**src/verilog/usb_host_irq_regs.svh**
```systemverilog
// Register offsets, field positions, reset values and timing counts
// Assumes inclusion by the package and design files by bare name
`ifndef USB_HOST_IRQ_REGS_SVH
`define USB_HOST_IRQ_REGS_SVH

// ----------------------------------------------------------------
// Register offsets from the controller base address
// ----------------------------------------------------------------
`define OFFSET_IRQ_ENABLE_MASK   8'h28
`define OFFSET_MICROFRAME_INDEX  8'h2C

// ----------------------------------------------------------------
// Enable mask and status flag bit positions
// ----------------------------------------------------------------
`define BIT_XFER_DONE      0
`define BIT_XFER_ERROR     1
`define BIT_PORT_CHANGE    2
`define BIT_ROLLOVER       3
`define BIT_SYSTEM_ERROR   4
`define BIT_ASYNC_ADVANCE  5
`define IRQ_FIELD_MSB      5
`define IRQ_FIELD_WIDTH    6
`define THRESHOLD_GATED    6'h23

// ----------------------------------------------------------------
// Frame index layout
// ----------------------------------------------------------------
`define INDEX_WIDTH        14
`define INDEX_MSB          13
`define SOF_LSB            3
`define SOF_WIDTH          11
`define LIST_INDEX_WIDTH   10
`define INDEX_MAX          14'h3FFF
`define RESET_ENABLE_MASK  6'h00
`define RESET_INDEX        14'h0000

// ----------------------------------------------------------------
// List size select codes and index top bits
// ----------------------------------------------------------------
`define LIST_SIZE_1024     2'h0
`define LIST_SIZE_512      2'h1
`define LIST_SIZE_256      2'h2
`define TOP_BIT_1024       12
`define TOP_BIT_512        11
`define TOP_BIT_256        10

// ----------------------------------------------------------------
// Microframe timing
// ----------------------------------------------------------------
`define MICROFRAME_NS      125000
`define CLOCK_PERIOD_NS    10
`define MICROFRAME_CYCLES  (`MICROFRAME_NS / `CLOCK_PERIOD_NS)

`endif

```
**src/verilog/usb_host_irq_pkg.sv**
```systemverilog
// Types shared by the interrupt-enable and frame-index block
// Assumes the constants header lies on the include path
`include "usb_host_irq_regs.svh"

package usb_host_irq_pkg;

  // Register bus request from host software
  typedef struct packed {
    logic        read;
    logic        write;
    logic [7:0]  address;
    logic [3:0]  byte_enable;
    logic [31:0] write_data;
  } reg_request_type;

  // Status flag sources, one bit per source
  typedef struct packed {
    logic async_advance_flag;
    logic system_error_flag;
    logic rollover_flag;
    logic port_change_flag;
    logic xfer_error_flag;
    logic xfer_done_flag;
  } irq_flags_type;

  // Frame counter state machine
  typedef enum logic [1:0] {
    counter_stopped = 2'b01,
    counter_running = 2'b10
  } counter_state_type;

endpackage : usb_host_irq_pkg

```
**src/verilog/usb_host_irq_enable_frame_index.sv**
```systemverilog
// Interrupt-enable mask and microframe index registers of a host controller
// Assumes a single-cycle register port; status flags kept elsewhere
//
// Summary of operation
// - Enabled active source raises host interrupt.
// - Disabled sources still appear in status.
// - Async advance waits for threshold tick.
// - System error interrupts immediately.
// - Rollover interrupts immediately.
// - Port change interrupts immediately.
// - Transfer error waits for threshold tick.
// - Transfer done waits for threshold tick.
// - Index increments every 125 us microframe.
// - Frame number is index bits 13:3.
// - List index is bits N:3.
// - List size code selects N.
// - Index writes accepted only while halted.
// - Index write changes later frame numbers.
// - Rollover event when list index wraps.
`timescale 1ns/1ps
`include "usb_host_irq_regs.svh"

module usb_host_irq_enable_frame_index
  import usb_host_irq_pkg::*;
(
  input  wire logic                         clock,
  input  wire logic                         rst,
  input  wire logic                         clock_enable,
  input  wire reg_request_type              request,
  output logic [31:0]                       read_data,
  output logic                              read_valid,
  input  wire irq_flags_type                status_flags,
  input  wire logic                         halted_flag,
  input  wire logic                         run_stop,
  input  wire logic [1:0]                   list_size_sel,
  input  wire logic                         threshold_tick,
  output logic                              host_irq,
  output logic                              rollover_event,
  output logic [`SOF_WIDTH-1:0]             sof_frame_number,
  output logic [`LIST_INDEX_WIDTH-1:0]      list_index,
  output logic                              microframe_end
);

  // ----------------------------------------------------------------
  // Shared functions
  // ----------------------------------------------------------------
  // Top index bit N for a list size code
  function automatic logic [3:0] top_bit(input logic [1:0] code);
    logic [3:0] result;
    result = 4'(`TOP_BIT_1024);
    if (code == `LIST_SIZE_512) begin
      result = 4'(`TOP_BIT_512);
    end else if (code == `LIST_SIZE_256) begin
      result = 4'(`TOP_BIT_256);
    end
    return result;
  endfunction : top_bit

  // Register hit for one offset
  function automatic logic is_offset(
    input logic [7:0] address,
    input logic [7:0] offset
  );
    return (address == offset);
  endfunction : is_offset

  // Bits N:3 of an index, right aligned
  function automatic logic [`LIST_INDEX_WIDTH-1:0] list_bits(
    input logic [`INDEX_WIDTH-1:0] index,
    input logic [1:0]              code
  );
    logic [`INDEX_WIDTH-1:0] shifted;
    logic [`INDEX_WIDTH-1:0] mask;
    shifted = index >> `SOF_LSB;
    mask    = ~(`INDEX_MAX << (top_bit(code) - 4'(`SOF_LSB) + 4'h1));
    return `LIST_INDEX_WIDTH'(shifted & mask);
  endfunction : list_bits

  // ----------------------------------------------------------------
  // Register state
  // ----------------------------------------------------------------
  logic [`IRQ_FIELD_WIDTH-1:0] irq_enable_mask;
  logic [`INDEX_WIDTH-1:0]     microframe_index;
  logic [`IRQ_FIELD_WIDTH-1:0] gated_pending;
  counter_state_type           state;
  counter_state_type           next_state;

  // ----------------------------------------------------------------
  // Address decode
  // ----------------------------------------------------------------
  wire hit_mask  = is_offset(request.address, `OFFSET_IRQ_ENABLE_MASK);
  wire hit_index = is_offset(request.address, `OFFSET_MICROFRAME_INDEX);
  wire full_word = (request.byte_enable == 4'hF);

  // ----------------------------------------------------------------
  // Write decode
  // ----------------------------------------------------------------
  wire write_mask  = clock_enable && request.write && hit_mask;
  wire write_index = clock_enable && request.write && hit_index && halted_flag
                     && full_word;

  wire [`INDEX_WIDTH-1:0] written_index = request.write_data[`INDEX_MSB:0];

  // ----------------------------------------------------------------
  // Frame counter
  // ----------------------------------------------------------------
  always_comb begin
    next_state = state;
    case (state)
      counter_stopped: begin
        if (run_stop && !halted_flag) begin
          next_state = counter_running;
        end
      end
      counter_running: begin
        if (!run_stop || halted_flag) begin
          next_state = counter_stopped;
        end
      end
      default: begin
        next_state = counter_stopped;
      end
    endcase
  end

  wire running = (state == counter_running);

  microframe_timer i_microframe_timer (
    .clock     (clock),
    .rst       (rst),
    .enable    (clock_enable),
    .run       (running),
    .frame_end (microframe_end)
  );

  wire [`INDEX_WIDTH-1:0] incremented =
    (microframe_index == `INDEX_MAX) ? `RESET_INDEX : microframe_index + 14'h0001;
  wire advance = clock_enable && microframe_end;

  wire list_wrap = advance
    && (list_bits(incremented, list_size_sel) == `LIST_INDEX_WIDTH'(0))
    && (incremented[`SOF_LSB-1:0] == 3'h0);

  always_ff @(posedge clock) begin
    if (rst) begin
      state <= counter_stopped;
    end else if (clock_enable) begin
      state <= next_state;
    end
  end

  // ----------------------------------------------------------------
  // Frame index next value
  // ----------------------------------------------------------------
  logic [`INDEX_WIDTH-1:0] next_microframe_index;

  always_comb begin
    next_microframe_index = microframe_index;
    if (write_index) begin
      next_microframe_index = written_index;
    end else if (advance) begin
      next_microframe_index = incremented;
    end
  end

  always_ff @(posedge clock) begin
    if (rst) begin
      microframe_index <= `RESET_INDEX;
    end else begin
      microframe_index <= next_microframe_index;
    end
  end

  // ----------------------------------------------------------------
  // Rollover event
  // ----------------------------------------------------------------
  // Pulse only; the flag itself lives in the status register
  always_ff @(posedge clock) begin
    if (rst) begin
      rollover_event <= 1'b0;
    end else begin
      rollover_event <= list_wrap;
    end
  end

  // ----------------------------------------------------------------
  // Frame number and list index outputs
  // ----------------------------------------------------------------
  // frame number bits 13:3
  always_ff @(posedge clock) begin
    if (rst) begin
      sof_frame_number <= `SOF_WIDTH'(0);
    end else if (clock_enable) begin
      sof_frame_number <= microframe_index[`INDEX_MSB:`SOF_LSB];
    end
  end

  always_ff @(posedge clock) begin
    if (rst) begin
      list_index <= `LIST_INDEX_WIDTH'(0);
    end else if (clock_enable) begin
      list_index <= list_bits(microframe_index, list_size_sel);
    end
  end

  // ----------------------------------------------------------------
  // Interrupt enable and gating
  // ----------------------------------------------------------------
  logic [`IRQ_FIELD_WIDTH-1:0] next_irq_enable_mask;

  // Reserved bits are not stored
  always_comb begin
    next_irq_enable_mask = irq_enable_mask;
    if (write_mask) begin
      next_irq_enable_mask = request.write_data[`IRQ_FIELD_MSB:0];
    end
  end

  always_ff @(posedge clock) begin
    if (rst) begin
      irq_enable_mask <= `RESET_ENABLE_MASK;
    end else begin
      irq_enable_mask <= next_irq_enable_mask;
    end
  end

  wire [`IRQ_FIELD_WIDTH-1:0] active = status_flags & irq_enable_mask;
  wire [`IRQ_FIELD_WIDTH-1:0] gated  = active & `THRESHOLD_GATED;

  wire [`IRQ_FIELD_WIDTH-1:0] immediate = active & ~`THRESHOLD_GATED;

  logic [`IRQ_FIELD_WIDTH-1:0] next_gated_pending;

  // held until flag or enable cleared
  // Latch on a tick, then drop once flag or enable clears
  always_comb begin
    next_gated_pending = gated_pending & gated;
    if (threshold_tick) begin
      next_gated_pending = gated;
    end
  end

  always_ff @(posedge clock) begin
    if (rst) begin
      gated_pending <= `RESET_ENABLE_MASK;
    end else if (clock_enable) begin
      gated_pending <= next_gated_pending;
    end
  end

  // ----------------------------------------------------------------
  // Interrupt line
  // ----------------------------------------------------------------
  // enabled active source
  assign host_irq = (|immediate) || (|gated_pending);

  // ----------------------------------------------------------------
  // Read path
  // ----------------------------------------------------------------
  wire [31:0] mask_word  = {26'h0000000, irq_enable_mask};
  wire [31:0] index_word = {18'h00000, microframe_index};
  logic [31:0] read_mux;

  // Unmapped offsets read as zero
  always_comb begin
    read_mux = 32'h00000000;
    if (hit_mask) begin
      read_mux = mask_word;
    end else if (hit_index) begin
      read_mux = index_word;
    end
  end

  always_ff @(posedge clock) begin
    if (rst) begin
      read_data  <= 32'h00000000;
      read_valid <= 1'b0;
    end else if (clock_enable) begin
      read_valid <= request.read;
      if (request.read) begin
        read_data <= read_mux;
      end
    end
  end

endmodule : usb_host_irq_enable_frame_index

```
**src/verilog/microframe_timer.sv**
```systemverilog
// Microframe timer: one pulse at the end of every 125 us microframe
// Assumes a 100 MHz clock; counts only while enable and run are high
`timescale 1ns/1ps
`include "usb_host_irq_regs.svh"

module microframe_timer
  import usb_host_irq_pkg::*;
#(
  parameter logic [16:0] CYCLES = 17'(`MICROFRAME_CYCLES)
) (
  input  wire logic clock,
  input  wire logic rst,
  input  wire logic enable,
  input  wire logic run,
  output logic      frame_end
);

  logic [16:0] count;
  wire         last_cycle = (count == CYCLES - 17'h00001);

  assign frame_end = run && last_cycle;

  always_ff @(posedge clock) begin
    if (rst) begin
      count <= 17'h00000;
    end else if (enable) begin
      if (!run || last_cycle) begin
        count <= 17'h00000;
      end else begin
        count <= count + 17'h00001;
      end
    end
  end

endmodule : microframe_timer

```
**config.mk**
```make
export PLATFORM = sky130hd
export DESIGN_NAME = usb_host_irq_enable_frame_index
export DESIGN_NICKNAME = d
export VERILOG_FILES = /design/src/verilog/usb_host_irq_pkg.sv /design/src/verilog/usb_host_irq_enable_frame_index.sv /design/src/verilog/microframe_timer.sv
export VERILOG_INCLUDE_DIRS = /design/src /design/src/verilog
export SDC_FILE = /design/constraint.sdc
export NUM_CORES = 1
export LEC_CHECK = 0
export BUFFER_PORTS_ARGS = -buffer_cell sky130_fd_sc_hd__buf_4
export CORE_MARGIN = 2
export CORE_UTILIZATION = 48
export CTS_BUF_LIST = sky130_fd_sc_hd__clkbuf_8
export DETAILED_ROUTE_END_ITERATION = 10
export MAX_ROUTING_LAYER = met4
export PLACE_DENSITY_LB_ADDON = 0.3
export SYNTH_ARGS = -nofsm -noshare
export SYNTH_HDL_FRONTEND = slang
export SYNTH_SLANG_ARGS = --single-unit
```
**constraint.sdc**
```tcl
create_clock -name clock -period 1.9 [get_ports clock]
set_clock_uncertainty 0.05 [all_clocks]
set_input_delay 0.285 -clock clock [delete_from_list [all_inputs] [get_ports clock]]
set_output_delay 0.285 -clock clock [all_outputs]
set_load 0.05 [all_outputs]
```
After elaboration in Yosys (flattened, before gate mapping)
Cells that the tools add are included.
W data, S select, Z words.
{"block": "word_totals", "reg_bits": 100, "inputBits": 60, "output_inout_bits": 57, "elab_cells": 72}
{"block": "classes", "addsub": 6, "eq_ne": 11, "shift": 2, "muxes": 14, "bitwise_logic": 6, "reduce_logical": 23}
{"cell": "$mux W14", "count": 4}
{"cell": "$mux W32", "count": 1}
{"cell": "$shl A14 B4 Y10 const A", "count": 2}
{"cell": "$and A10 B10 Y10", "count": 2}
{"cell": "$not A10 Y10", "count": 2}
{"cell": "$add A17 B1 Y17 const B", "count": 1}
{"cell": "$eq A17 B14 Y1 const B", "count": 1}
{"cell": "$mux W17", "count": 1}
{"cell": "$eq A8 B6 Y1 const B", "count": 2}
{"cell": "$add A14 B1 Y14 const B", "count": 1}
{"cell": "$eq A14 B14 Y1 const B", "count": 1}
{"cell": "$and A6 B6 Y6", "count": 2}
{"cell": "$logic_and A1 B1 Y1", "count": 10}
{"cell": "$logic_not A10 Y1", "count": 1}
{"cell": "$add A4 B1 Y4 const B", "count": 2}
{"cell": "$mux W4", "count": 2}
{"cell": "$sub A4 B2 Y4 const B", "count": 2}
{"cell": "$mux W3", "count": 2}
{"cell": "$mux W6", "count": 1}
{"cell": "$reduce_or A6 Y1", "count": 1}
{"cell": "$eq A2 B1 Y1 const B", "count": 2}
{"cell": "$eq A2 B2 Y1 const B", "count": 2}
{"cell": "$eq A4 B4 Y1 const B", "count": 1}
{"cell": "$mux W2", "count": 2}
{"cell": "9 further kinds", "count": 14}

Depth between registers and ports, before layout
Gate-level depths: netlist of run 1.
{"block": "depth", "depth_word": 11, "mapped_depth": 8, "depth_no_buf": 7}

Cells and area by module
Synthesis of run 1 repeated with hierarchy kept, for this count alone.
{"block": "unflattened", "hier_cells": 450, "area_unflattened_um2": 3972.6}
{"module": "usb_host_irq_enable_frame_index", "instances": 1, "cells_each": 355, "area_each_um2": 3141.8, "seq_area_each_um2": 1241.2}
{"module": "microframe_timer", "instances": 1, "cells_each": 95, "area_each_um2": 830.8, "seq_area_each_um2": 340.3}

Worst setup path after synthesis of run 1
Ideal clock, no wire load.
{"block": "synth_path", "kind": "register -> register", "from": "register i_microframe_timer.count[0]", "to": "register microframe_index[5]", "setup_ns": 0.079, "arrival_ns": 1.935, "required_time_ns": 1.771, "path_slack_ns": -0.164, "stages_incl_launch_ff": 8, "n_path_buf": 1, "period_less_slack_ns": 2.064, "cell_sequence": "dfxtp_1 -> ha_1 -> and4bb_2 -> nand4_4 -> or2_4 -> buf_6 -> o41a_1 -> a211oi_2"}
{"block": "synth_via", "elab_chain_cells": 4}
{"item": "start: declaration", "line_no": "microframe_timer.sv:18", "rtl": "logic [16:0] count;"}
{"item": "start signal: assignment", "line_no": "microframe_timer.sv:30", "rtl": "count <= count + 17'h00001;"}
{"item": "$eq A17 B14 Y1", "line_no": "microframe_timer.sv:19", "rtl": "wire last_cycle = (count == CYCLES - 17'h00001);"}
{"item": "$logic_and A1 B1 Y1", "line_no": "microframe_timer.sv:21", "rtl": "assign frame_end = run && last_cycle;"}
{"item": "$logic_and A1 B1 Y1", "line_no": "usb_host_irq_enable_frame_index.sv:138", "rtl": "wire advance = clock_enable && microframe_end;"}
{"item": "$reduce_bool A2 Y1 (no source line)"}
{"item": "end signal: assignment", "line_no": "usb_host_irq_enable_frame_index.sv:168", "rtl": "microframe_index <= `RESET_INDEX;"}
{"item": "end signal: assignment", "line_no": "usb_host_irq_enable_frame_index.sv:170", "rtl": "microframe_index <= next_microframe_index;"}
{"item": "end: declaration", "line_no": "usb_host_irq_enable_frame_index.sv:83", "rtl": "logic [`INDEX_WIDTH-1:0] microframe_index;"}
No other way between the ends.
A chain may end at the register's enable or synchronous reset.

Worst setup path in the final report of run 1
{"block": "layout_path", "from": "register i_microframe_timer.count[1]", "to": "output microframe_end"}
{"block": "layout_via", "elab_chain_cells": 2}
{"item": "$eq A17 B14 Y1", "line_no": "microframe_timer.sv:19"}
{"item": "$logic_and A1 B1 Y1", "line_no": "microframe_timer.sv:21"}
{"item": "end: declaration", "line_no": "usb_host_irq_enable_frame_index.sv:41", "rtl": "output logic microframe_end"}
No other way between the ends.

==> run_results.csv, run 1 <==
group,metric,value,unit
status,outcome,"finished with violations",
status,violations,"setup timing",
worst_setup_path,worstSetupEndpointType,"output port",
run,maxCapViolations,0,
grt,grt_max_degree,62,
sta,finalSetupViolCount,2,
worst_setup_path,timing.critical_path.max_delay_family,"simple AND/OR/NAND/NOR gates",
placement,routabilityCongestion,0.919,
worst_setup_path,required_time_of_the_critical_path,1.56,ns
worst_setup_path,critical_path_arrival,1.62,ns
die,die_x,93.1,µm
sta,period_minus_ws_final,1.95,ns
worst_setup_path,critical-path-max-stage-delay,0.36,ns
cts,clock_latency_on_the_worst_skew_pair,0.36,ns
synthesis,ys_ff_latch,79,
worst_setup_path,r2r_cells,8,
cells_and_area,area_delta_synth_final,35.5,%
cells_and_area,final_layout_size_suffix_gt1_share,32.8,%
pwr,total_leakage_power,2.08,nW
placement,port-buffer-count,80,
worst_setup_path,timing.critical_path.buf_inv,2,
hold_path,hold-path-cell-count,3,
worst_setup_path,critical_path.cell_chain,"ha_4 > and4bb_2 > nand4_4 > buf_6 > nor2_4 > buf_6",
synthesis,async_reset_ff_share,0,%
synthesis,yosys.cell_types.count,49,
cts,cts_num_sinks,79,
synthesis,syn_avg_cell_area,8.41,µm²
pwr,finalPower,3.26,mW
worst_setup_path,r2r_setup_slack,-0.03,ns
synthesis,mappedNetlistArea,3810,µm²
worst_setup_path,critPathSlowestCell,"sky130_fd_sc_hd__dfxtp_2",
cts,clock_path_buffers,2,
grt,first_global_vias,3560,
sta,finalHoldViolCount,0,
placement,dp_hpwl,7620,µm
detailed_routing,post_drt_via_cell_ratio,5.42,
sta,tightest_slew,0.678,ns
synthesis,synth_instances,453,
cells_and_area,final_cell_mix,"sky130_fd_sc_hd__buf_4, sky130_fd_sc_hd__dfxtp_1, sky130_fd_sc_hd__nor2_1",
detailed_routing,ant_nets,0,
cts,cts-root-buf,"sky130_fd_sc_hd__clkbuf_8",
detailed_routing,dr.first_iter.drc_count,235,
cells_and_area,layout.cells.most_common,"sky130_fd_sc_hd__buf_4",
die,core_region_area,7730,µm²
cells_and_area,finish.utilization,66.8,%
synthesis,synth_warnings,0,
cts,cts_tree,"built",
die,dieArea,8670,µm²
die,floorplan.io_pins,117,
grt,antenna_violations_before_repair,0,
worst_setup_path,cp.depth,6,
hold_path,startpoint_of_the_lowest_slack_hold_path,"request[1]",
worst_setup_path,path_common_cell,"sky130_fd_sc_hd__buf_6",
die,die_h,93.1,µm
die,initial_utilization,49.3,%
sta,slew_violations,0,
detailed_routing,drt-wirelength-per-cell,16.0,µm
worst_setup_path,r2r-start,"i_microframe_timer.count[1]$_SDFFE_PP0P_",
detailed_routing,route.detailed.drc,0,
cells_and_area,diodes,0,
worst_setup_path,start_kind,"flop",
grt,grt_overflow,0,
detailed_routing,postRouteWirelength,10800,µm
cts,cts.hold.buffers_added,0,
sta,period_utilization_post_route,103,%
sta,postLayoutSetupSlackWorst,-0.0521,ns
synthesis,synth-seq-area-share,41.5,%
pwr,vdd_drop_max,0.478,mV
grt,global_route_total_usage_across_every_layer,26.3,%
pwr,p_per_area,632,nW/µm²
sta,final.setup.tns,-0.0828,ns
detailed_routing,vias,3659,
cts,cts_made_buffers,9,
hold_path,hold_path.class,"input port to flop",
hold_path,whs_endpoint,"irq_enable_mask[1]$_SDFFE_PP0P_",
sta,rsz0062_at_grt,"true",
worst_setup_path,reg2reg_to,"microframe_index[1]$_SDFFE_PP0P_",
worst_setup_path,crit_fanout,3,
sta,fmax,0.512,GHz
placement,place_worst_setup_slack,-0.114,ns
sta,timing.slew.headroom,54.8,%
detailed_routing,detail_route.first_pass.iterations,5,
cts,path_clk_slew,0.09,ns
cells_and_area,num-nets-final,633,
cts,maximum_level_of_the_cts_h_tree,3,
cells_and_area,fill_cells,653,
synthesis,ys.flop_type,"sky130_fd_sc_hd__dfxtp_1",
grt,grt_pass1_wl,17100,µm
synthesis,edff_count_synth,0,
worst_setup_path,critPathKind,"flop to output port",
die,number_of_placement_rows,32,
where the power goes:
group | total, mW | internal [mW] | leakage [nW] | switching, mW
Sequential | 1.67 | 1.66 | 0.639 | 0.00541
Clock | 1.32 | 0.650 | 0.103 | 0.669
Combinational | 0.278 | 0.0952 | 1.34 | 0.183
cell families after synthesis:
logic type                 synth area share (%)
AOI/OAI and AO/OA                          13.6
xor gates and xnor gates                   6.20
adders and majority gates                  1.64
buffers and inverters                      7.55
DFF                                        41.5
muxes                                      3.41
other                                    0.0984
and+or+nand+nor                            26.0
worst max-delay path by stage:
| stage | startpoint | endpoint | slack (ns) |
|---|---|---|---|
| global placement | request[40] | microframe_index[5]$_SDFFE_PP0P_ | -0.05 |
| finish | i_microframe_timer.count[1]$_SDFFE_PP0P_ | microframe_end | -0.05 |
| global route | i_microframe_timer.count[1]$_SDFFE_PP0P_ | microframe_index[1]$_SDFFE_PP0P_ | -0.11 |
| floorplan | i_microframe_timer.count[1]$_SDFFE_PP0P_ | microframe_index[5]$_SDFFE_PP0P_ | 0.02 |
| detailed placement | request[40] | microframe_index[11]$_SDFFE_PP0P_ | -0.11 |
| CTS | i_microframe_timer.count[1]$_SDFFE_PP0P_ | microframe_end | -0.06 |
layer usage:
metal | vias to the layer above | global-route usage, % | routed length (µm)
met5 | - | - | 0
met4 | 0 | 9.80 | 229
met3 | 23 | 5.24 | 791
met2 | 126 | 43.8 | 5360
met1 | 1748 | 31.5 | 4410
li1 | 1762 | - | -
layout make-up:
class	instances	area, µm²	share of cell area, %
Clock buffer	10	138	2.66
Tap cell	102	128	2.47
Inverter	6	22.5	0.436
Timing Repair Buffer	134	1050	20.4
Multi-Input combinational cell	338	2170	41.9
Sequential cell	79	1590	30.7
Clock inverter	6	68.8	1.33
per-stage QoR:
stage | instance area, µm² | hold WS, ns | std cells
2_1_floorplan | 3900 | 0.371 | 470
3_3_place_gp | 4750 | 0.412 | 652
3_5_place_dp | 4750 | 0.413 | 652
4_1_cts | 5060 | 0.115 | 674
5_1_grt | 5160 | 0.129 | 675
6_report | 5160 | 0.126 | 675
flip-flops by register name, indices dropped and copies added (netlist names):
register	cells
microframe_index	14
rollover_event	1
read_data	14
read_valid	1
list_index	10
i_microframe_timer.count	17
irq_enable_mask	6
gated_pending	3
state	2
sof_frame_number	11
worst min-delay path, cell delays in order:
cell and delay [ns]:
sky130_fd_sc_hd__buf_4 0.11, sky130_fd_sc_hd__nand2_1 0.05, sky130_fd_sc_hd__a21oi_1 0.05
synthesized netlist by cell type (all sizes together) (2+ instances only):
cell | count | area share (%)
a21oi | 37 | 4.9
inv | 6 | 0.59
nand2b | 22 | 3.6
a22oi | 8 | 1.6
xor2 | 14 | 3.2
ha | 5 | 1.6
nor3 | 9 | 1.2
nand2 | 38 | 3.7
or2 | 2 | 0.39
nor4 | 9 | 2.3
a311oi | 5 | 1.1
nand3b | 3 | 0.59
and3 | 2 | 0.33
xnor2 | 13 | 3.0
a211oi | 12 | 2.5
clkbuf | 18 | 1.8
nand3 | 10 | 1.3
nor3b | 2 | 0.39
nand4 | 10 | 2.0
dfxtp | 79 | 41
or3b | 2 | 0.46
mux2i | 13 | 3.4
or3 | 4 | 0.69
and4 | 5 | 1.1
o21ai | 12 | 1.6
buf | 30 | 5.2
nor2 | 69 | 6.8
repair_timing:
| action | 4_1_cts | 5_1_grt |
|---|---|---|
| pin swaps | 4 | 11 |
| resized for setup | 14 | 23 |
| setup buffers | 5 | 1 |
| setup endpoints to repair | 5 | 14 |
| cloned | 1 | 0 |
No activity file was read; power rests on OpenSTA's default activity.
==> run 2: changes to the inputs <==
Settings changed: ABC_AREA set to 1, CORE_UTILIZATION 48 to 49.
==> run 2 against run 1 <==
Compared with the run above:
- the run now ends clean
- power increased by 7.2%
- sequential share of layout area decreased by 1.3 points
- sequential cell count unchanged
- count of clock-buffer cells in the layout decreased by 1
- routed wire length increased by 5.1%
- clock power increased by 9%
- first-iteration DRC count decreased by 11%
- via count increased by 17%
- synthesized cell count increased by 39%
- area after synthesis increased by 15%
- fmax increased by 5.5%
- worst setup slack improved by 0.10 ns
- largest cell class unchanged
==> run_results.csv, run 2 <==
group,metric,value,unit
cts,path_clk_slew,0.09,ns
worst_setup_path,r2r_cells,9,
sta,finalSetupViolCount,0,
worst_setup_path,r2r_setup_slack,0.16,ns
hold_path,hold_path.class,"input port to flop",
placement,place_worst_setup_slack,0.0966,ns
detailed_routing,dr.first_iter.drc_count,210,
pwr,total_leakage_power,2.37,nW
worst_setup_path,start_kind,"flop",
synthesis,yosys.cell_types.count,46,
cts,cts_num_sinks,79,
cells_and_area,area_delta_synth_final,24.5,%
synthesis,post_synth_fa_ha_maj_area_fraction,1.43,%
worst_setup_path,worstSetupEndpointType,"output port",
synthesis,synth_warnings,0,
status,outcome,"complete, no violations",
die,die_x,98.6,µm
pwr,switchingPower,0.952,mW
synthesis,netlist.top_cell.by_area,"sky130_fd_sc_hd__dfxtp_1",
synthesis,edff_count_synth,0,
die,die_h,98.6,µm
synthesis,ys_ff_latch,79,
worst_setup_path,crit_fanout,5,
grt,first_global_vias,4124,
synthesis,yosys.area.top_type_share,36.1,%
cts,cts.hold.buffers_added,0,
synthesis,mappedNetlistArea,4380,µm²
die,initial_utilization,50.5,%
worst_setup_path,crit_path_start,"i_microframe_timer.count[9]$_SDFFE_PP0P_",
cells_and_area,diodes,0,
grt,grt_pass1_wl,18600,µm
detailed_routing,vias,4294,
detailed_routing,route.detailed.drc,0,
detailed_routing,drt-wirelength-per-cell,13.5,µm
worst_setup_path,required_time_of_the_critical_path,1.56,ns
synthesis,post_synth_and_or_nand_nor_area_fraction,37.3,%
pwr,finalPower,3.50,mW
synthesis,synth_top_family_by_area,"simple AND/OR/NAND/NOR gates",
detailed_routing,detail_route.first_pass.iterations,5,
cells_and_area,final_layout_size_suffix_gt1_share,29.2,%
pwr,vdd_drop_max,0.494,mV
sta,period_minus_ws_final,1.85,ns
pwr,power_switching_share,27.2,%
grt,grt_overflow,0,
synthesis,synth_area_leaders,"sky130_fd_sc_hd__dfxtp_1, sky130_fd_sc_hd__nand2_1, sky130_fd_sc_hd__nor2_1",
cells_and_area,biggestRegsByFlops,"i_microframe_timer.count x17, microframe_index x14, read_data x14",
detailed_routing,postRouteWirelength,11300,µm
pwr,combPwrFrac,10.8,%
cells_and_area,num-nets-final,790,
cells_and_area,top_reg_by_flops,"i_microframe_timer.count",
synthesis,synth_instances,628,
die,core_region_area,8680,µm²
sta,postLayoutSetupSlackWorst,0.0496,ns
worst_setup_path,reg2reg_to,"microframe_index[12]$_SDFFE_PP0P_",
synthesis,ys.flop_type,"sky130_fd_sc_hd__dfxtp_1",
placement,dp_hpwl,8460,µm
worst_setup_path,critPathKind,"flop to output port",
pwr,p_per_area,642,nW/µm²
synthesis,synth.mux.area_fraction,0,%
cts,cts-root-buf,"sky130_fd_sc_hd__clkbuf_8",
synthesis,synthMostInstantiatedCell,"sky130_fd_sc_hd__nand2_1",
detailed_routing,post_drt_via_cell_ratio,5.12,
placement,port-buffer-count,80,
pwr,power.internal,2.55,mW
cells_and_area,largest_register_ffs,17,
cts,clock_latency_on_the_worst_skew_pair,0.37,ns
sta,slew_violations,0,
die,dieArea,9710,µm²
cells_and_area,final_cell_mix,"sky130_fd_sc_hd__nand2_1, sky130_fd_sc_hd__buf_4, sky130_fd_sc_hd__nor2_1",
run,maxCapViolations,0,
worst_setup_path,r2r-start,"i_microframe_timer.count[0]$_SDFFE_PP0P_",
cells_and_area,layout.cells.most_common,"sky130_fd_sc_hd__nand2_1",
synthesis,async_reset_ff_share,0,%
worst_setup_path,worstSetupEndpoint,"microframe_end",
worst_setup_path,critical_path_arrival,1.52,ns
synthesis,top_cells_by_count_synth,"sky130_fd_sc_hd__nand2_1, sky130_fd_sc_hd__dfxtp_1, sky130_fd_sc_hd__nor2_1",
pwr,power.sequential.fraction,48.2,%
cts,maximum_level_of_the_cts_h_tree,3,
synthesis,synth-seq-area-share,36.1,%
synthesis,syn_avg_cell_area,6.98,µm²
synthesis,synth_compound_gate_area_share,12.1,%
synthesis,yosys.area_share.xor_xnor,1.40,%
sta,period_utilization_post_route,97.4,%
detailed_routing,ant_nets,0,
cts,cts_tree,"built",
die,number_of_placement_rows,34,
cts,cts_made_buffers,9,
pwr,clock_power_share,41.0,%
grt,global_route_total_usage_across_every_layer,24.1,%
grt,grt_max_degree,35,
sta,finalHoldViolCount,0,
cts,clock_path_buffers,2,
placement,routabilityCongestion,0.932,
grt,antenna_violations_before_repair,0,
sta,fmax,0.540,GHz
die,floorplan.io_pins,117,
## run 2: cell count changes in the layout (fill, tap and decap cells not counted), sizes merged, moves of 14 or more
| cell | before | now |
|---|---|---|
| buf | 134 | 109 |
| o21ai | 12 | 27 |
| a21oi | 37 | 61 |
| nand2b | 22 | 0 |
| nand3 | 10 | 42 |
| inv | 7 | 67 |
| nor2 | 69 | 83 |
| nand2 | 38 | 162 |
## run 2: final cells by class
type	instances	area [µm²]
flip-flops and latches	79	1610
inverters	64	251
repair buffers	109	835
clock inverters	7	100
well taps	108	135
fillers	818	3230
clock buffers	9	124
multi-input cells	462	2400
## run 2: how the worst min path moves through the flow
stage / from / end / slack (ns) / cells past startpoint
2_1_floorplan: irq_enable_mask[2]$_SDFFE_PP0P_ / irq_enable_mask[2]$_SDFFE_PP0P_ / 0.39 / 2
3_3_place_gp: sof_frame_number[0]$_SDFFE_PP0P_ / sof_frame_number[0]$_SDFFE_PP0P_ / 0.40 / 2
3_5_place_dp: list_index[0]$_SDFFE_PP0P_ / list_index[0]$_SDFFE_PP0P_ / 0.41 / 2
4_1_cts: request[2] / irq_enable_mask[2]$_SDFFE_PP0P_ / 0.16 / 3
5_1_grt: request[3] / irq_enable_mask[3]$_SDFFE_PP0P_ / 0.18 / 3
6_report: request[2] / irq_enable_mask[2]$_SDFFE_PP0P_ / 0.17 / 3
## run 2: power groups by stage
stage	Clock (mW)	Sequential (mW)	Combinational, mW
2_1_floorplan	0	1.77	0.232
3_3_place_gp	0	1.73	0.365
3_5_place_dp	0	1.73	0.373
4_1_cts	1.46	1.69	0.376
5_1_grt	1.52	1.69	0.405
6_report	1.44	1.68	0.378
## run 2: metal layers
metal  GRT usage, %  routed length (µm)
met2           41.3                5830
met1           29.3                4830
met4           7.17                 165
met5              -                   0
met3           4.04                 523
## run 2: worst max-delay path, cell delays in order, from the launching register on
cell and delay (ns):
sky130_fd_sc_hd__dfxtp_4 0.37, sky130_fd_sc_hd__inv_2 0.06, sky130_fd_sc_hd__nand2_2 0.07, sky130_fd_sc_hd__nor2_2 0.13, sky130_fd_sc_hd__nand2_2 0.09, sky130_fd_sc_hd__nor3_4 0.23
sky130_fd_sc_hd__buf_6 0.19
## run 2: logic make-up after synthesis
logic type / Yosys count
AOI/OAI and AO/OA: 93
other: 1
DFF: 79
and+or+nand+nor: 339
xor gates and xnor gates: 7
buffers and inverters: 104
adders and majority gates: 5
## run 2: repair_timing
action                     in CTS  in global routing
buffers inserted                2                 10
setup endpoints to repair       1                  1
pin swaps                       2                  3
resized for setup              10                 25
## run 2: stage by stage
stage	cell area (µm²)	util, %	hold slack [ns]	setup TNS [ns]	cells
6_report	5450	62.8	0.168	0	838
3_5_place_dp	5060	58.3	0.408	0	810
3_3_place_gp	5060	58.3	0.399	0	810
2_1_floorplan	4450	-	0.388	0	645
4_1_cts	5330	61.4	0.158	-0.0305	828
5_1_grt	5450	62.8	0.182	-0.00618	838
==> run 3: changes to the inputs <==
Settings changed: CORE_MARGIN 2 to not set.
==> run 3 against run 2 <==
Compared with the run above:
- sequential share of layout area grew 0.35 points
- routed wire length shrank 2.9%
- first-iteration DRC count grew 13%
- register-to-register slack lost 0.03 ns
- critical endpoint unchanged
==> run_results.csv, run 3 (synthesized netlist as in run 2, its figures left out) <==
group,metric,value,unit
pwr,p_per_area,612,nW/µm²
pwr,clock_power_share,36.8,%
die,initial_utilization,50.5,%
detailed_routing,post_drt_via_cell_ratio,5.19,
grt,grt_max_degree,35,
cells_and_area,area.sequential,1590,µm²
die,die_h,96.6,µm
worst_setup_path,r2r_setup_slack,0.13,ns
cells_and_area,diodes,0,
sta,finalSetupViolCount,0,
sta,postLayoutSetupSlackWorst,0.0263,ns
detailed_routing,vias,4325,
grt,first_global_vias,3909,
cts,cts_made_buffers,9,
cells_and_area,top_reg_by_flops,"i_microframe_timer.count",
worst_setup_path,r2r-start,"i_microframe_timer.count[0]$_SDFFE_PP0P_",
sta,timing.hold.ws,0.179,ns
cells_and_area,finish.utilization,61.5,%
cts,clock_path_buffers,2,
worst_setup_path,critPathSlowestCell,"sky130_fd_sc_hd__dfxtp_4",
cts,cts_tree,"built",
detailed_routing,route.detailed.drc,0,
die,floorplan.io_pins,117,
grt,grt_overflow,0,
pwr,power_switching_share,29.7,%
pwr,switchingPower,0.972,mW
pwr,power.internal,2.30,mW
placement,numPlacedInstances,812,
cells_and_area,layout.cells.most_common,"sky130_fd_sc_hd__nand2_1",
cells_and_area,fill_cells,795,
pwr,total_leakage_power,2.29,nW
sta,period_minus_ws_final,1.87,ns
placement,routabilityCongestion,0.916,
worst_setup_path,worstSetupEndpointType,"output port",
worst_setup_path,required_time_of_the_critical_path,1.56,ns
pwr,power.sequential.fraction,51.6,%
die,number_of_placement_rows,34,
worst_setup_path,timing.critical_path.buf_inv,1,
worst_setup_path,reg2reg_to,"microframe_index[12]$_SDFFE_PP0P_",
cells_and_area,biggestRegsByFlops,"i_microframe_timer.count x17, microframe_index x14, read_data x14",
die,dieArea,9320,µm²
worst_setup_path,start_kind,"flop",
placement,port-buffer-count,80,
cts,maximum_level_of_the_cts_h_tree,3,
worst_setup_path,critical-path-max-stage-delay,0.37,ns
pwr,vdd_drop_max,0.385,mV
worst_setup_path,critical_path_arrival,1.54,ns
sta,fmax,0.534,GHz
hold_path,hold-path-cell-count,3,
cts,path_clk_slew,0.09,ns
cells_and_area,finish.cell_count_without_fillers,833,
hold_path,whs_endpoint,"irq_enable_mask[3]$_SDFFE_PP0P_",
pwr,finalPower,3.27,mW
placement,dp_hpwl,8240,µm
grt,antenna_violations_before_repair,0,
cells_and_area,final_cell_mix,"sky130_fd_sc_hd__nand2_1, sky130_fd_sc_hd__buf_4, sky130_fd_sc_hd__dfxtp_1",
die,die_x,96.6,µm
detailed_routing,drt-wirelength-per-cell,13.2,µm
worst_setup_path,crit_fanout,2,
grt,grt_pass1_wl,17600,µm
cells_and_area,num-nets-final,785,
status,outcome,"complete, no violations",
cells_and_area,multi_input_comb_area,2380,µm²
detailed_routing,detail_route.first_pass.iterations,7,
cts,cts-root-buf,"sky130_fd_sc_hd__clkbuf_8",
sta,final.setup.tns,0,ns
worst_setup_path,critPathKind,"flop to output port",
sta,rsz0062_at_grt,"true",
sta,slew_violations,0,
placement,placedInstanceArea,5080,µm²
placement,place_worst_setup_slack,0.0985,ns
cells_and_area,final_layout_size_suffix_gt1_share,26.6,%
run,maxCapViolations,0,
die,core_region_area,8680,µm²
cells_and_area,largest_register_ffs,17,
cts,clock_latency_on_the_worst_skew_pair,0.35,ns
sta,finalHoldViolCount,0,
pwr,combPwrFrac,11.6,%
detailed_routing,postRouteWirelength,11000,µm
cells_and_area,design_area,5340,µm²
worst_setup_path,r2r_cells,9,
hold_path,startpoint_of_the_lowest_slack_hold_path,"request[3]",
hold_path,hold_path.class,"input port to flop",
grt,global_route_total_usage_across_every_layer,25.1,%
sta,period_utilization_post_route,98.6,%
cells_and_area,area_delta_synth_final,21.9,%
worst_setup_path,critical_path.cell_chain,"ha_4 > nand2_1 > nor2_1 > nand2_2 > nor3_4 > buf_6",
cts,cts_num_sinks,79,
detailed_routing,dr.first_iter.drc_count,237,
worst_setup_path,timing.critical_path.max_delay_family,"simple AND/OR/NAND/NOR gates",
detailed_routing,ant_nets,0,
-- run 3: final cells by class --
class	instances	area share [%]
clock buffers	9	2.32
clock inverters	7	1.20
inverters	64	4.57
multi-input cells	462	44.6
flip-flops and latches	79	29.8
well taps	108	2.53
repair buffers	104	14.9
-- run 3: worst max path at each step --
stage | from | end | slack (ns) | cells past startpoint
finish | i_microframe_timer.count[0]$_SDFFE_PP0P_ | microframe_end | 0.03 | 6
global placement | i_microframe_timer.count[0]$_SDFFE_PP0P_ | microframe_index[10]$_SDFFE_PP0P_ | 0.18 | 8
global route | i_microframe_timer.count[0]$_SDFFE_PP0P_ | microframe_end | -0.03 | 6
floorplan | i_microframe_timer.count[0]$_SDFFE_PP0P_ | microframe_index[1]$_SDFFE_PP0P_ | 0.1 | 8
CTS | i_microframe_timer.count[1]$_SDFFE_PP0P_ | microframe_end | -0.02 | 6
detailed placement | i_microframe_timer.count[0]$_SDFFE_PP0P_ | microframe_index[7]$_SDFFE_PP0P_ | 0.1 | 8
-- run 3: repair_timing --
item	in CTS	in global routing
buffers inserted	3	2
gates resized for setup	8	6
hold buffers	0	0
endpoints found under the hold margin	0	0
setup endpoints to repair	1	1
pin swaps	3	3
-- run 3: metal layers --
metal / vias to the layer above / part of all wire [%] / GRT usage [%]
li1: 2171 / - / -
met1: 2001 / 43 / 31.1
met2: 133 / 50 / 42.5
met3: 20 / 5.9 / 3.44
met4: 0 / 1.6 / 7.11
met5: - / 0 / -
-- run 3: power groups by stage --
stage	Combinational (mW)	Clock (mW)	Sequential [mW]
2_1_floorplan	0.232	0	1.77
3_3_place_gp	0.365	0	1.73
3_5_place_dp	0.372	0	1.73
4_1_cts	0.376	1.22	1.69
5_1_grt	0.406	1.30	1.69
6_report	0.378	1.20	1.69
-- run 3: tightest hold or removal path: stages --
cell,delay (ns)
sky130_fd_sc_hd__buf_4,0.08
sky130_fd_sc_hd__o21ai_0,0.07
sky130_fd_sc_hd__a21oi_1,0.11
